--- config.mk ---
export PLATFORM = sky130hd
export DESIGN_NAME = atpm_monitor
export DESIGN_NICKNAME = d
export VERILOG_FILES = /design/src/verilog/atpm_pkg.sv /design/src/verilog/atpm_thresh_chan.sv /design/src/verilog/atpm_monitor.sv
export SDC_FILE = /design/constraint.sdc
export NUM_CORES = 1
export LEC_CHECK = 0
export ABC_AREA = 1
export BUFFER_PORTS_ARGS = -buffer_cell sky130_fd_sc_hd__buf_2
export CORE_MARGIN = 1.5
export CORE_UTILIZATION = 30
export DETAILED_ROUTE_END_ITERATION = 10
export RECOVER_POWER = 50
export SLEW_MARGIN = 25
export SYNTH_ARGS = -nofsm -noshare
export SYNTH_HDL_FRONTEND = slang
export SYNTH_SLANG_ARGS = --single-unit
--- constraint.sdc ---
create_clock -name i_ref_clk -period 3.4 [get_ports i_ref_clk]
set_input_delay 0.17 -clock i_ref_clk [delete_from_list [all_inputs] [get_ports i_ref_clk]]
set_output_delay 0.17 -clock i_ref_clk [all_outputs]
set_load 0.01 [all_outputs]
--- src/verilog/atpm_pkg.sv ---
// Constants, register map and types for the amplitude threshold and peak monitor.
// Function
// - With the flag enabled, set it at once when magnitude exceeds upper threshold.
// - Clear the flag only after magnitude stays below lower threshold beyond dwell.
// - An upper threshold crossing reaches the flag pin within 28 clock cycles.
// - Compare output magnitude with the upper threshold held in two register bytes.
// - Lower threshold is 13 bits over two bytes, compared after pipeline latency.
// - Threshold values are scaled so that two to the thirteenth is full scale.
// - Dwell time is 1 to 65535 sample clocks, held in two register bytes.
// - Control bits in the flag control register turn each threshold flag on or off.
// - The peak observation period is a 24-bit count of converter output samples.
// - The peak detector tracks magnitude only and reports a 13-bit value.
// - Bit 1 of the peak monitor control register enables the peak detector.
// - On enable, load the period into a timer decrementing at the decimated rate.
// - Per sample, keep the greater of sample magnitude and the hidden store.
// - The hidden store starts each observation with the current sample magnitude.
// - When the period timer reaches 1, copy the peak into the holding register.
// - Then reload the timer, restart the countdown and seed with the next sample.
// - Each channel has its own threshold detector and its own flag pin.
package atpm_pkg;

   localparam int ATPM_SAMPLE_W = 14;
   localparam int ATPM_MAG_W = 13;
   localparam int ATPM_DWELL_W = 16;
   localparam int ATPM_PERIOD_W = 24;
   localparam int ATPM_NUM_CHAN = 2;
   localparam int ATPM_UPPER_LAT_MAX_CYC = 28;

   // Register addresses on the serial port.
   localparam logic [14:0] ATPM_ADDR_UPPER_LO = 15'h0247;
   localparam logic [14:0] ATPM_ADDR_UPPER_HI = 15'h0248;
   localparam logic [14:0] ATPM_ADDR_LOWER_LO = 15'h0249;
   localparam logic [14:0] ATPM_ADDR_LOWER_HI = 15'h024A;
   localparam logic [14:0] ATPM_ADDR_DWELL_LO = 15'h024B;
   localparam logic [14:0] ATPM_ADDR_DWELL_HI = 15'h024C;
   localparam logic [14:0] ATPM_ADDR_PEAK_CTRL = 15'h0270;
   localparam logic [14:0] ATPM_ADDR_PERIOD_0 = 15'h0271;
   localparam logic [14:0] ATPM_ADDR_PERIOD_1 = 15'h0272;
   localparam logic [14:0] ATPM_ADDR_PERIOD_2 = 15'h0273;
   localparam logic [14:0] ATPM_ADDR_HOLD_A_LO = 15'h0274;
   localparam logic [14:0] ATPM_ADDR_HOLD_A_HI = 15'h0275;
   localparam logic [14:0] ATPM_ADDR_HOLD_B_LO = 15'h0276;
   localparam logic [14:0] ATPM_ADDR_HOLD_B_HI = 15'h0277;
   localparam logic [14:0] ATPM_ADDR_FLAG_CTRL = 15'h0559;

   // Field positions.
   localparam int ATPM_FLAG_EN_A_BIT = 0;
   localparam int ATPM_FLAG_EN_B_BIT = 1;
   localparam int ATPM_PEAK_EN_BIT = 1;
   localparam int ATPM_HI_BYTE_W = 5;

   // Values after reset.
   localparam logic [7:0] ATPM_RST_BYTE = 8'h00;
   localparam logic [7:0] ATPM_RST_DWELL_LO = 8'h01;

   // Serial frame: one read/write bit, fifteen address bits, then eight data bits.
   localparam logic [3:0] ATPM_SPI_INSTR_LAST = 4'hF;
   localparam logic [3:0] ATPM_SPI_DATA_LAST = 4'h7;

   typedef enum logic [1:0] {
      ATPM_SPI_INSTR,
      ATPM_SPI_DATA,
      ATPM_SPI_DONE
   } atpm_spi_state_t;

endpackage

--- src/verilog/atpm_thresh_chan.sv ---
// One channel of the threshold flag with hysteresis and dwell.
`timescale 1ns/1ps
module atpm_thresh_chan (
   // Clock and reset
   input wire logic i_ref_clk,
   input wire logic i_rst_b,
   // Magnitude and settings
   input wire logic [atpm_pkg::ATPM_MAG_W-1:0] i_mag,
   input wire logic i_enable,
   input wire logic [atpm_pkg::ATPM_MAG_W-1:0] i_upper,
   input wire logic [atpm_pkg::ATPM_MAG_W-1:0] i_lower,
   input wire logic [atpm_pkg::ATPM_DWELL_W-1:0] i_dwell,
   // Flag
   output logic o_flag
);

   logic flag_r;
   logic [atpm_pkg::ATPM_DWELL_W-1:0] dwell_cnt_r;
   logic above;
   logic below;
   logic dwell_done;

   assign above = i_mag > i_upper;
   assign below = i_mag < i_lower;
   // The count holds the below cycles already seen, so the clear needs one more than dwell.
   assign dwell_done = below && (dwell_cnt_r >= i_dwell);

   always_ff @(posedge i_ref_clk or negedge i_rst_b) begin
      if (!i_rst_b) begin
         dwell_cnt_r <= '0;
      end else if (!flag_r || !below || above) begin
         dwell_cnt_r <= '0;
      end else if (dwell_cnt_r != {atpm_pkg::ATPM_DWELL_W{1'b1}}) begin
         dwell_cnt_r <= dwell_cnt_r + 1'b1;
      end
   end

   always_ff @(posedge i_ref_clk or negedge i_rst_b) begin
      if (!i_rst_b) begin
         flag_r <= 1'b0;
      end else if (!i_enable) begin
         flag_r <= 1'b0;
      end else if (above) begin
         flag_r <= 1'b1;
      end else if (flag_r && dwell_done) begin
         flag_r <= 1'b0;
      end
   end

   assign o_flag = flag_r;
endmodule // atpm_thresh_chan

--- src/verilog/atpm_monitor.sv ---
// Top of the amplitude monitor: serial register port, magnitude, flags and peak monitor.
`timescale 1ns/1ps
module atpm_monitor (
   // Clock and reset
   input wire logic i_ref_clk,
   input wire logic i_rst_b,
   // Converter samples, two's complement, and decimated sample strobe
   input wire logic [atpm_pkg::ATPM_SAMPLE_W-1:0] i_chan_a_sample,
   input wire logic [atpm_pkg::ATPM_SAMPLE_W-1:0] i_chan_b_sample,
   input wire logic i_dec_strobe,
   // Serial register port
   input wire logic i_spi_cs_b,
   input wire logic i_spi_sclk,
   input wire logic i_spi_sdio_in,
   output logic o_spi_sdio_out,
   output logic o_spi_sdio_oe_b,
   // Threshold flag pins
   output logic o_chan_a_threshold_pin,
   output logic o_chan_b_threshold_pin
);

   localparam int NC = atpm_pkg::ATPM_NUM_CHAN;
   localparam int MW = atpm_pkg::ATPM_MAG_W;
   localparam int PW = atpm_pkg::ATPM_PERIOD_W;

   // Full scale is two to the thirteenth; the single code that reaches it saturates.
   function automatic logic [MW-1:0] mag_of(input logic [atpm_pkg::ATPM_SAMPLE_W-1:0] s);
      logic [atpm_pkg::ATPM_SAMPLE_W-1:0] a;
      a = s[atpm_pkg::ATPM_SAMPLE_W-1] ? (~s + 1'b1) : s;
      if (a[atpm_pkg::ATPM_SAMPLE_W-1]) begin
         mag_of = {MW{1'b1}};
      end else begin
         mag_of = a[MW-1:0];
      end
   endfunction

   // ---------------- Serial port input synchronisers ----------------
   logic [2:0] cs_sync_r;
   logic [2:0] sclk_sync_r;
   logic [2:0] sdi_sync_r;
   logic cs_b_f_r;
   logic sclk_f_r;
   logic sdi_f_r;
   logic sclk_prev_r;

   always_ff @(posedge i_ref_clk or negedge i_rst_b) begin
      if (!i_rst_b) begin
         cs_sync_r <= 3'h7;
         sclk_sync_r <= 3'h0;
         sdi_sync_r <= 3'h0;
      end else begin
         cs_sync_r <= {cs_sync_r[1:0], i_spi_cs_b};
         sclk_sync_r <= {sclk_sync_r[1:0], i_spi_sclk};
         sdi_sync_r <= {sdi_sync_r[1:0], i_spi_sdio_in};
      end
   end

   // A pin level counts only once the second and third stages agree.
   always_ff @(posedge i_ref_clk or negedge i_rst_b) begin
      if (!i_rst_b) begin
         cs_b_f_r <= 1'b1;
         sclk_f_r <= 1'b0;
         sdi_f_r <= 1'b0;
         sclk_prev_r <= 1'b0;
      end else begin
         if (cs_sync_r[1] == cs_sync_r[2]) cs_b_f_r <= cs_sync_r[2];
         if (sclk_sync_r[1] == sclk_sync_r[2]) sclk_f_r <= sclk_sync_r[2];
         if (sdi_sync_r[1] == sdi_sync_r[2]) sdi_f_r <= sdi_sync_r[2];
         sclk_prev_r <= sclk_f_r;
      end
   end

   logic sclk_rise;
   logic sclk_fall;
   assign sclk_rise = !cs_b_f_r && sclk_f_r && !sclk_prev_r;
   assign sclk_fall = !cs_b_f_r && !sclk_f_r && sclk_prev_r;

   // ---------------- Serial frame engine ----------------
   atpm_pkg::atpm_spi_state_t spi_state_r;
   logic [3:0] bit_cnt_r;
   logic [15:0] shift_in_r;
   logic [14:0] addr_r;
   logic rd_r;
   logic [7:0] shift_out_r;
   logic sdo_oe_b_r;
   logic wr_r;
   logic [7:0] wr_data_r;
   logic [7:0] rd_data;

   always_ff @(posedge i_ref_clk or negedge i_rst_b) begin
      if (!i_rst_b) begin
         spi_state_r <= atpm_pkg::ATPM_SPI_INSTR;
         bit_cnt_r <= 4'h0;
         shift_in_r <= 16'h0000;
         addr_r <= 15'h0000;
         rd_r <= 1'b0;
         wr_r <= 1'b0;
         wr_data_r <= 8'h00;
      end else begin
         wr_r <= 1'b0;
         if (cs_b_f_r) begin
            spi_state_r <= atpm_pkg::ATPM_SPI_INSTR;
            bit_cnt_r <= 4'h0;
         end else if (sclk_rise) begin
            shift_in_r <= {shift_in_r[14:0], sdi_f_r};
            bit_cnt_r <= bit_cnt_r + 1'b1;
            case (spi_state_r)
               atpm_pkg::ATPM_SPI_INSTR: begin
                  if (bit_cnt_r == atpm_pkg::ATPM_SPI_INSTR_LAST) begin
                     rd_r <= shift_in_r[14];
                     addr_r <= {shift_in_r[13:0], sdi_f_r};
                     bit_cnt_r <= 4'h0;
                     spi_state_r <= atpm_pkg::ATPM_SPI_DATA;
                  end
               end
               atpm_pkg::ATPM_SPI_DATA: begin
                  if (bit_cnt_r == atpm_pkg::ATPM_SPI_DATA_LAST) begin
                     wr_r <= !rd_r;
                     wr_data_r <= {shift_in_r[6:0], sdi_f_r};
                     spi_state_r <= atpm_pkg::ATPM_SPI_DONE;
                  end
               end
               default: begin
                  bit_cnt_r <= 4'h0;
               end
            endcase
         end
      end
   end

   // Read data is shifted out on falling edges so the master can sample on rising ones.
   always_ff @(posedge i_ref_clk or negedge i_rst_b) begin
      if (!i_rst_b) begin
         shift_out_r <= 8'h00;
         sdo_oe_b_r <= 1'b1;
      end else if (cs_b_f_r || spi_state_r != atpm_pkg::ATPM_SPI_DATA || !rd_r) begin
         sdo_oe_b_r <= 1'b1;
      end else if (sclk_fall) begin
         sdo_oe_b_r <= 1'b0;
         if (bit_cnt_r == 4'h0) begin
            shift_out_r <= rd_data;
         end else begin
            shift_out_r <= {shift_out_r[6:0], 1'b0};
         end
      end
   end

   assign o_spi_sdio_out = shift_out_r[7];
   assign o_spi_sdio_oe_b = sdo_oe_b_r;

   // ---------------- Register file ----------------
   logic [7:0] upper_threshold_low_r;
   logic [7:0] upper_threshold_high_r;
   logic [7:0] lower_threshold_low_r;
   logic [7:0] lower_threshold_high_r;
   logic [7:0] dwell_time_low_r;
   logic [7:0] dwell_time_high_r;
   logic [7:0] peak_monitor_control_r;
   logic [7:0] threshold_flag_control_r;
   logic [PW-1:0] monitor_period_value_r;
   logic [MW-1:0] hold_r [NC];

   always_ff @(posedge i_ref_clk or negedge i_rst_b) begin
      if (!i_rst_b) begin
         upper_threshold_low_r <= atpm_pkg::ATPM_RST_BYTE;
         upper_threshold_high_r <= atpm_pkg::ATPM_RST_BYTE;
         lower_threshold_low_r <= atpm_pkg::ATPM_RST_BYTE;
         lower_threshold_high_r <= atpm_pkg::ATPM_RST_BYTE;
         dwell_time_low_r <= atpm_pkg::ATPM_RST_DWELL_LO;
         dwell_time_high_r <= atpm_pkg::ATPM_RST_BYTE;
         peak_monitor_control_r <= atpm_pkg::ATPM_RST_BYTE;
         threshold_flag_control_r <= atpm_pkg::ATPM_RST_BYTE;
         monitor_period_value_r <= '0;
      end else if (wr_r) begin
         if (addr_r == atpm_pkg::ATPM_ADDR_UPPER_LO) begin
            upper_threshold_low_r <= wr_data_r;
         end else if (addr_r == atpm_pkg::ATPM_ADDR_UPPER_HI) begin
            upper_threshold_high_r <= {3'h0, wr_data_r[atpm_pkg::ATPM_HI_BYTE_W-1:0]};
         end else if (addr_r == atpm_pkg::ATPM_ADDR_LOWER_LO) begin
            lower_threshold_low_r <= wr_data_r;
         end else if (addr_r == atpm_pkg::ATPM_ADDR_LOWER_HI) begin
            lower_threshold_high_r <= {3'h0, wr_data_r[atpm_pkg::ATPM_HI_BYTE_W-1:0]};
         end else if (addr_r == atpm_pkg::ATPM_ADDR_DWELL_LO) begin
            dwell_time_low_r <= wr_data_r;
         end else if (addr_r == atpm_pkg::ATPM_ADDR_DWELL_HI) begin
            dwell_time_high_r <= wr_data_r;
         end else if (addr_r == atpm_pkg::ATPM_ADDR_PEAK_CTRL) begin
            peak_monitor_control_r <= wr_data_r;
         end else if (addr_r == atpm_pkg::ATPM_ADDR_PERIOD_0) begin
            monitor_period_value_r[7:0] <= wr_data_r;
         end else if (addr_r == atpm_pkg::ATPM_ADDR_PERIOD_1) begin
            monitor_period_value_r[15:8] <= wr_data_r;
         end else if (addr_r == atpm_pkg::ATPM_ADDR_PERIOD_2) begin
            monitor_period_value_r[23:16] <= wr_data_r;
         end else if (addr_r == atpm_pkg::ATPM_ADDR_FLAG_CTRL) begin
            threshold_flag_control_r <= wr_data_r;
         end
      end
   end

   always_comb begin
      rd_data = 8'h00;
      if (addr_r == atpm_pkg::ATPM_ADDR_UPPER_LO) begin
         rd_data = upper_threshold_low_r;
      end else if (addr_r == atpm_pkg::ATPM_ADDR_UPPER_HI) begin
         rd_data = upper_threshold_high_r;
      end else if (addr_r == atpm_pkg::ATPM_ADDR_LOWER_LO) begin
         rd_data = lower_threshold_low_r;
      end else if (addr_r == atpm_pkg::ATPM_ADDR_LOWER_HI) begin
         rd_data = lower_threshold_high_r;
      end else if (addr_r == atpm_pkg::ATPM_ADDR_DWELL_LO) begin
         rd_data = dwell_time_low_r;
      end else if (addr_r == atpm_pkg::ATPM_ADDR_DWELL_HI) begin
         rd_data = dwell_time_high_r;
      end else if (addr_r == atpm_pkg::ATPM_ADDR_PEAK_CTRL) begin
         rd_data = peak_monitor_control_r;
      end else if (addr_r == atpm_pkg::ATPM_ADDR_PERIOD_0) begin
         rd_data = monitor_period_value_r[7:0];
      end else if (addr_r == atpm_pkg::ATPM_ADDR_PERIOD_1) begin
         rd_data = monitor_period_value_r[15:8];
      end else if (addr_r == atpm_pkg::ATPM_ADDR_PERIOD_2) begin
         rd_data = monitor_period_value_r[23:16];
      end else if (addr_r == atpm_pkg::ATPM_ADDR_HOLD_A_LO) begin
         rd_data = hold_r[0][7:0];
      end else if (addr_r == atpm_pkg::ATPM_ADDR_HOLD_A_HI) begin
         rd_data = {3'h0, hold_r[0][MW-1:8]};
      end else if (addr_r == atpm_pkg::ATPM_ADDR_HOLD_B_LO) begin
         rd_data = hold_r[1][7:0];
      end else if (addr_r == atpm_pkg::ATPM_ADDR_HOLD_B_HI) begin
         rd_data = {3'h0, hold_r[1][MW-1:8]};
      end else if (addr_r == atpm_pkg::ATPM_ADDR_FLAG_CTRL) begin
         rd_data = threshold_flag_control_r;
      end
   end

   logic [MW-1:0] upper_thr;
   logic [MW-1:0] lower_thr;
   logic [atpm_pkg::ATPM_DWELL_W-1:0] dwell;
   logic [NC-1:0] flag_en;
   logic peak_en;
   assign upper_thr = {upper_threshold_high_r[atpm_pkg::ATPM_HI_BYTE_W-1:0],
                       upper_threshold_low_r};
   assign lower_thr = {lower_threshold_high_r[atpm_pkg::ATPM_HI_BYTE_W-1:0],
                       lower_threshold_low_r};
   assign dwell = {dwell_time_high_r, dwell_time_low_r};
   assign flag_en = {threshold_flag_control_r[atpm_pkg::ATPM_FLAG_EN_B_BIT],
                     threshold_flag_control_r[atpm_pkg::ATPM_FLAG_EN_A_BIT]};
   assign peak_en = peak_monitor_control_r[atpm_pkg::ATPM_PEAK_EN_BIT];

   // ---------------- Magnitude and threshold channels ----------------
   logic [MW-1:0] mag_r [NC];
   logic strobe_r;
   logic [NC-1:0] flag;

   always_ff @(posedge i_ref_clk or negedge i_rst_b) begin
      if (!i_rst_b) begin
         mag_r[0] <= '0;
         mag_r[1] <= '0;
         strobe_r <= 1'b0;
      end else begin
         mag_r[0] <= mag_of(i_chan_a_sample);
         mag_r[1] <= mag_of(i_chan_b_sample);
         strobe_r <= i_dec_strobe;
      end
   end

   for (genvar c = 0; c < NC; c++) begin : g_chan
      atpm_thresh_chan u_thresh (
         .i_ref_clk(i_ref_clk),
         .i_rst_b(i_rst_b),
         .i_mag(mag_r[c]),
         .i_enable(flag_en[c]),
         .i_upper(upper_thr),
         .i_lower(lower_thr),
         .i_dwell(dwell),
         .o_flag(flag[c])
      );
   end

   assign o_chan_a_threshold_pin = flag[0];
   assign o_chan_b_threshold_pin = flag[1];

   // ---------------- Peak monitor ----------------
   logic peak_en_d_r;
   logic peak_en_rise;
   logic [PW-1:0] timer_r;
   logic seed_r;
   logic period_end;
   logic [MW-1:0] store_r [NC];

   assign peak_en_rise = peak_en && !peak_en_d_r;
   assign period_end = peak_en && !peak_en_rise && strobe_r && timer_r <= 24'h000001;

   // The period is sampled at enable and again at each period end, so it must be written before enable.
   always_ff @(posedge i_ref_clk or negedge i_rst_b) begin
      if (!i_rst_b) begin
         peak_en_d_r <= 1'b0;
         timer_r <= '0;
      end else begin
         peak_en_d_r <= peak_en;
         if (!peak_en) begin
            timer_r <= '0;
         end else if (peak_en_rise) begin
            timer_r <= monitor_period_value_r;
         end else if (period_end) begin
            timer_r <= monitor_period_value_r;
         end else if (strobe_r) begin
            timer_r <= timer_r - 1'b1;
         end
      end
   end

   always_ff @(posedge i_ref_clk or negedge i_rst_b) begin
      if (!i_rst_b) begin
         seed_r <= 1'b0;
      end else if (!peak_en || peak_en_rise || period_end) begin
         seed_r <= 1'b1;
      end else if (strobe_r) begin
         seed_r <= 1'b0;
      end
   end

   always_ff @(posedge i_ref_clk or negedge i_rst_b) begin
      if (!i_rst_b) begin
         store_r[0] <= '0;
         store_r[1] <= '0;
         hold_r[0] <= '0;
         hold_r[1] <= '0;
      end else if (peak_en && !peak_en_rise && strobe_r) begin
         for (int c = 0; c < NC; c++) begin
            if (seed_r) begin
               store_r[c] <= mag_r[c];
            end else if (mag_r[c] > store_r[c]) begin
               store_r[c] <= mag_r[c];
            end
            if (period_end) begin
               hold_r[c] <= (seed_r || mag_r[c] > store_r[c]) ? mag_r[c] : store_r[c];
            end
         end
      end
   end
endmodule // atpm_monitor

==> impl_metrics.toml <==
[run_status]
status = "finished with violations"
violations = "max-capacitance violations, max-slew violations"

[timing]
period_share = 0.869
slew_viol_final = 82
rsz0062_at_grt = "no"
skew_ns = 0.0347
hold_viol_final = 0
final-setup-viol-count = 0
fmax_ghz = 0.338
tightest_slew_ns = 2.35
finalCriticalPeriod_ns = 2.96
totalNegativeSetupSlack_ns = 0
slew_headroom = -0.569

[yosys]
synth_top_area_frac = 0.428
synth_edf_count = 0
yosys_most_used_dff = "dfrtp_1"
syn_nets = 2205
seq_area_frac_synth = 0.437
ys_seq_elements = 289
synth_top_area_cell = "dfrtp_1"
ys_top_cells_by_count = "nand2_1, dfrtp_1, inv_1, o21ai_0, nor2_1"
post-synth-top-count-cell = "nand2_1"
netlist_area_um2 = 16600
synthCells = 2055
ys.warnings.count = 0
syn_area_per_cell_um2 = 8.05
synth_cell_types = 61
synthTopCellsByArea = "dfrtp_1, nand2_1, ha_1"
ys_async_sr_fraction = 1.00

[clocking]
postCtsSetupBuffers = 0
clock_path_buffers = 3
cts.sink_count = 289
root_buffer = "clkbuf_16"
cts_buffers = 35
clock_latency_ns = 0.56
tritoncts = "done"
h-tree-depth = 2
clk_pin_slew_ns = 0.06

[grt]
met1_usage = 0.225
grt-busiest-layer = "met2"
grt-ovfl-total = 0
grt_pass1_vias = 13700
grt_util_met2 = 0.278
gr-usage-met3 = 0.0221
antenna_found_initial = 0
grt_max_degree = 102
grt_usage = 0.169
grt_pass1_wl_mm = 75.6

[finish]
multi_input_area_um2 = 8050
diodes = 0
layout-drive-gt1-share = 0.0797
nFillCells = 5468
regArea_um2 = 7240
area_growth_syn_to_layout_pct = 16.0
stdcell_count = 2868
nNetsFinal = 2295

[die]
row_count = 85
core_um2 = 54100
dieHeight_um = 238
ios = 38
fp.dieW_um = 238
start_util = 0.306
die_area_um2 = 56600

[placement]
place_inst = 2762
dp_hpwl_mm = 34.6
gp_congestion = 0.941
port_buffers = 37

[min_path]
worstHoldEndpoint = "mag_r[14]"
hold_depth = 4
hold_path.class = "input port to flip-flop"
hp-start = "i_chan_a_sample[13]"

[setup_path]
cp.arrival_ns = 3.38
crit_type = "flip-flop to flip-flop"
critPathMaxFanout = 9
worst_setup_path_end_kind = "flip-flop"
start_kind = "flip-flop"
ff2ff_setup_slack_ns = 0.44
r2r_end = "g_chan[1].u_thresh.dwell_cnt_r[1]"
cp_data_required_time_ns = 3.82
timing.rr.start = "upper_threshold_high_r[0]"
r2r_cells = 11

[route]
drc = 0
post_drt_via_cell_ratio = 4.97
drt_wl_total_mm = 47.1
first_pass_iters = 6
ant_nets = 0
drt_iter0_drc = 1057
via_count = 14300
wl_per_cell_um = 16.4

[pwr]
power.leakage_nw = 8.66
vdd_drop_max_mv = 0.299
power_density_nw_per_um2 = 425

[flow_run]
cap_violations = 1
-- metal layers --
metal  share of wire  routed length [µm]
met2            0.46               21800
met3           0.045                2140
met5               0                   0
met1            0.45               21400
met4           0.037                1760
-- final cells by class --
type,instances,share of cell area
multi-input cells,1436,0.419
flip-flops and latches,289,0.377
inverters,288,0.0565
clock buffers,49,0.0542
well taps,696,0.0454
repair buffers,95,0.0385
clock inverters,15,0.00893
-- placed cells by master (no fill, tap or decap), types with 7 or more instances in the layout --
cell type      instances
nand3_1               60
buf_4                 14
a211oi_1               7
dfrtp_1              283
o211ai_2              14
clkbuf_1               7
nor3_1                46
a221oi_1               7
clkinv_2               8
xor2_1                34
nand4_1               30
nor2_1               157
inv_1                276
o211ai_1              28
dlygate4sd3_1         42
o21ai_0              228
nand2_1              473
inv_2                  9
buf_2                 33
nor2_2                 8
xnor2_1               14
a21oi_1              104
o21ai_1               22
ha_1                 116
clkbuf_8               9
clkbuf_16             36
nor4_1                13
o22ai_1                8
-- worst max-delay path by stage --
stage | from | end | slack (ns) | depth (start not counted)
floorplan | mag_r[15] | g_chan[0].u_thresh.dwell_cnt_r[14] | 1.22 | 10
global placement | upper_threshold_high_r[0] | g_chan[1].u_thresh.dwell_cnt_r[0] | 0.40 | 11
detailed placement | upper_threshold_high_r[0] | g_chan[1].u_thresh.dwell_cnt_r[1] | 0.33 | 11
global route | i_rst_b | store_r[2] | 0.16 | 3
finish | upper_threshold_high_r[0] | g_chan[1].u_thresh.dwell_cnt_r[1] | 0.44 | 11
CTS | upper_threshold_high_r[0] | g_chan[1].u_thresh.dwell_cnt_r[1] | 0.25 | 11
-- critical path, stage by stage, from the launching register on --
cell and delay, ns:
dfrtp_1 0.39, inv_1 0.11, ha_1 0.31, inv_1 0.05, nor3_1 0.26, nand4_1 0.14, o41ai_2 0.38, nand2_1 0.26
inv_1 0.32, nand3_1 0.33, nand3_1 0.15, o21ai_0 0.10
-- report_power, final --
part           switching [W]  total [W]  internal [W]
clock network        0.00156    0.00394       0.00238
registers          0.0000857    0.00362       0.00353
logic               0.000362   0.000603      0.000242
-- through the flow --
stage	cell area (µm²)	util	hold WS, ns	power (W)	setup WS [ns]
6_report	19200	0.355	0.123	0.00816	0.445
5_1_grt	19200	0.355	0.160	0.00849	0.156
4_1_cts	19200	0.355	0.106	0.00827	0.255
3_5_place_dp	17600	0.325	0.251	0.00424	0.330
3_3_place_gp	17600	0.325	0.252	0.00422	0.395
2_1_floorplan	16600	-	-0.126	0.00399	1.22
-- cells by family (layout without fill, tap and decap cells) --
logic type               count (synthesis)  count (layout)  share of synthesized area
flip-flops                             289             289                      0.437
AO/OA/AOI/OAI                          451             451                      0.157
AND/OR/NAND/NOR                        817             817                      0.212
adder cells (fa/ha/maj)                119             119                     0.0895
XOR/XNOR                                48              48                     0.0254
multiplexers                             1               1                   0.000680
buffers and inverters                  330             447                     0.0776
-- timing repair --
item | CTS | global route
endpoints found under the hold margin | 109 | 0
gates resized for setup | 0 | 1
hold buffers | 42 | 0
setup endpoints to repair | 0 | 2
-- registers in the layout, indices dropped and copies added, names as in the netlist, 15 cells and up --
signal,count
monitor_period_value_r,24
hold_r,26
g_chan.u_thresh.dwell_cnt_r,32
shift_in_r,15
store_r,26
timer_r,24
mag_r,26
addr_r,15
Power figures use the tool's default switching activity.
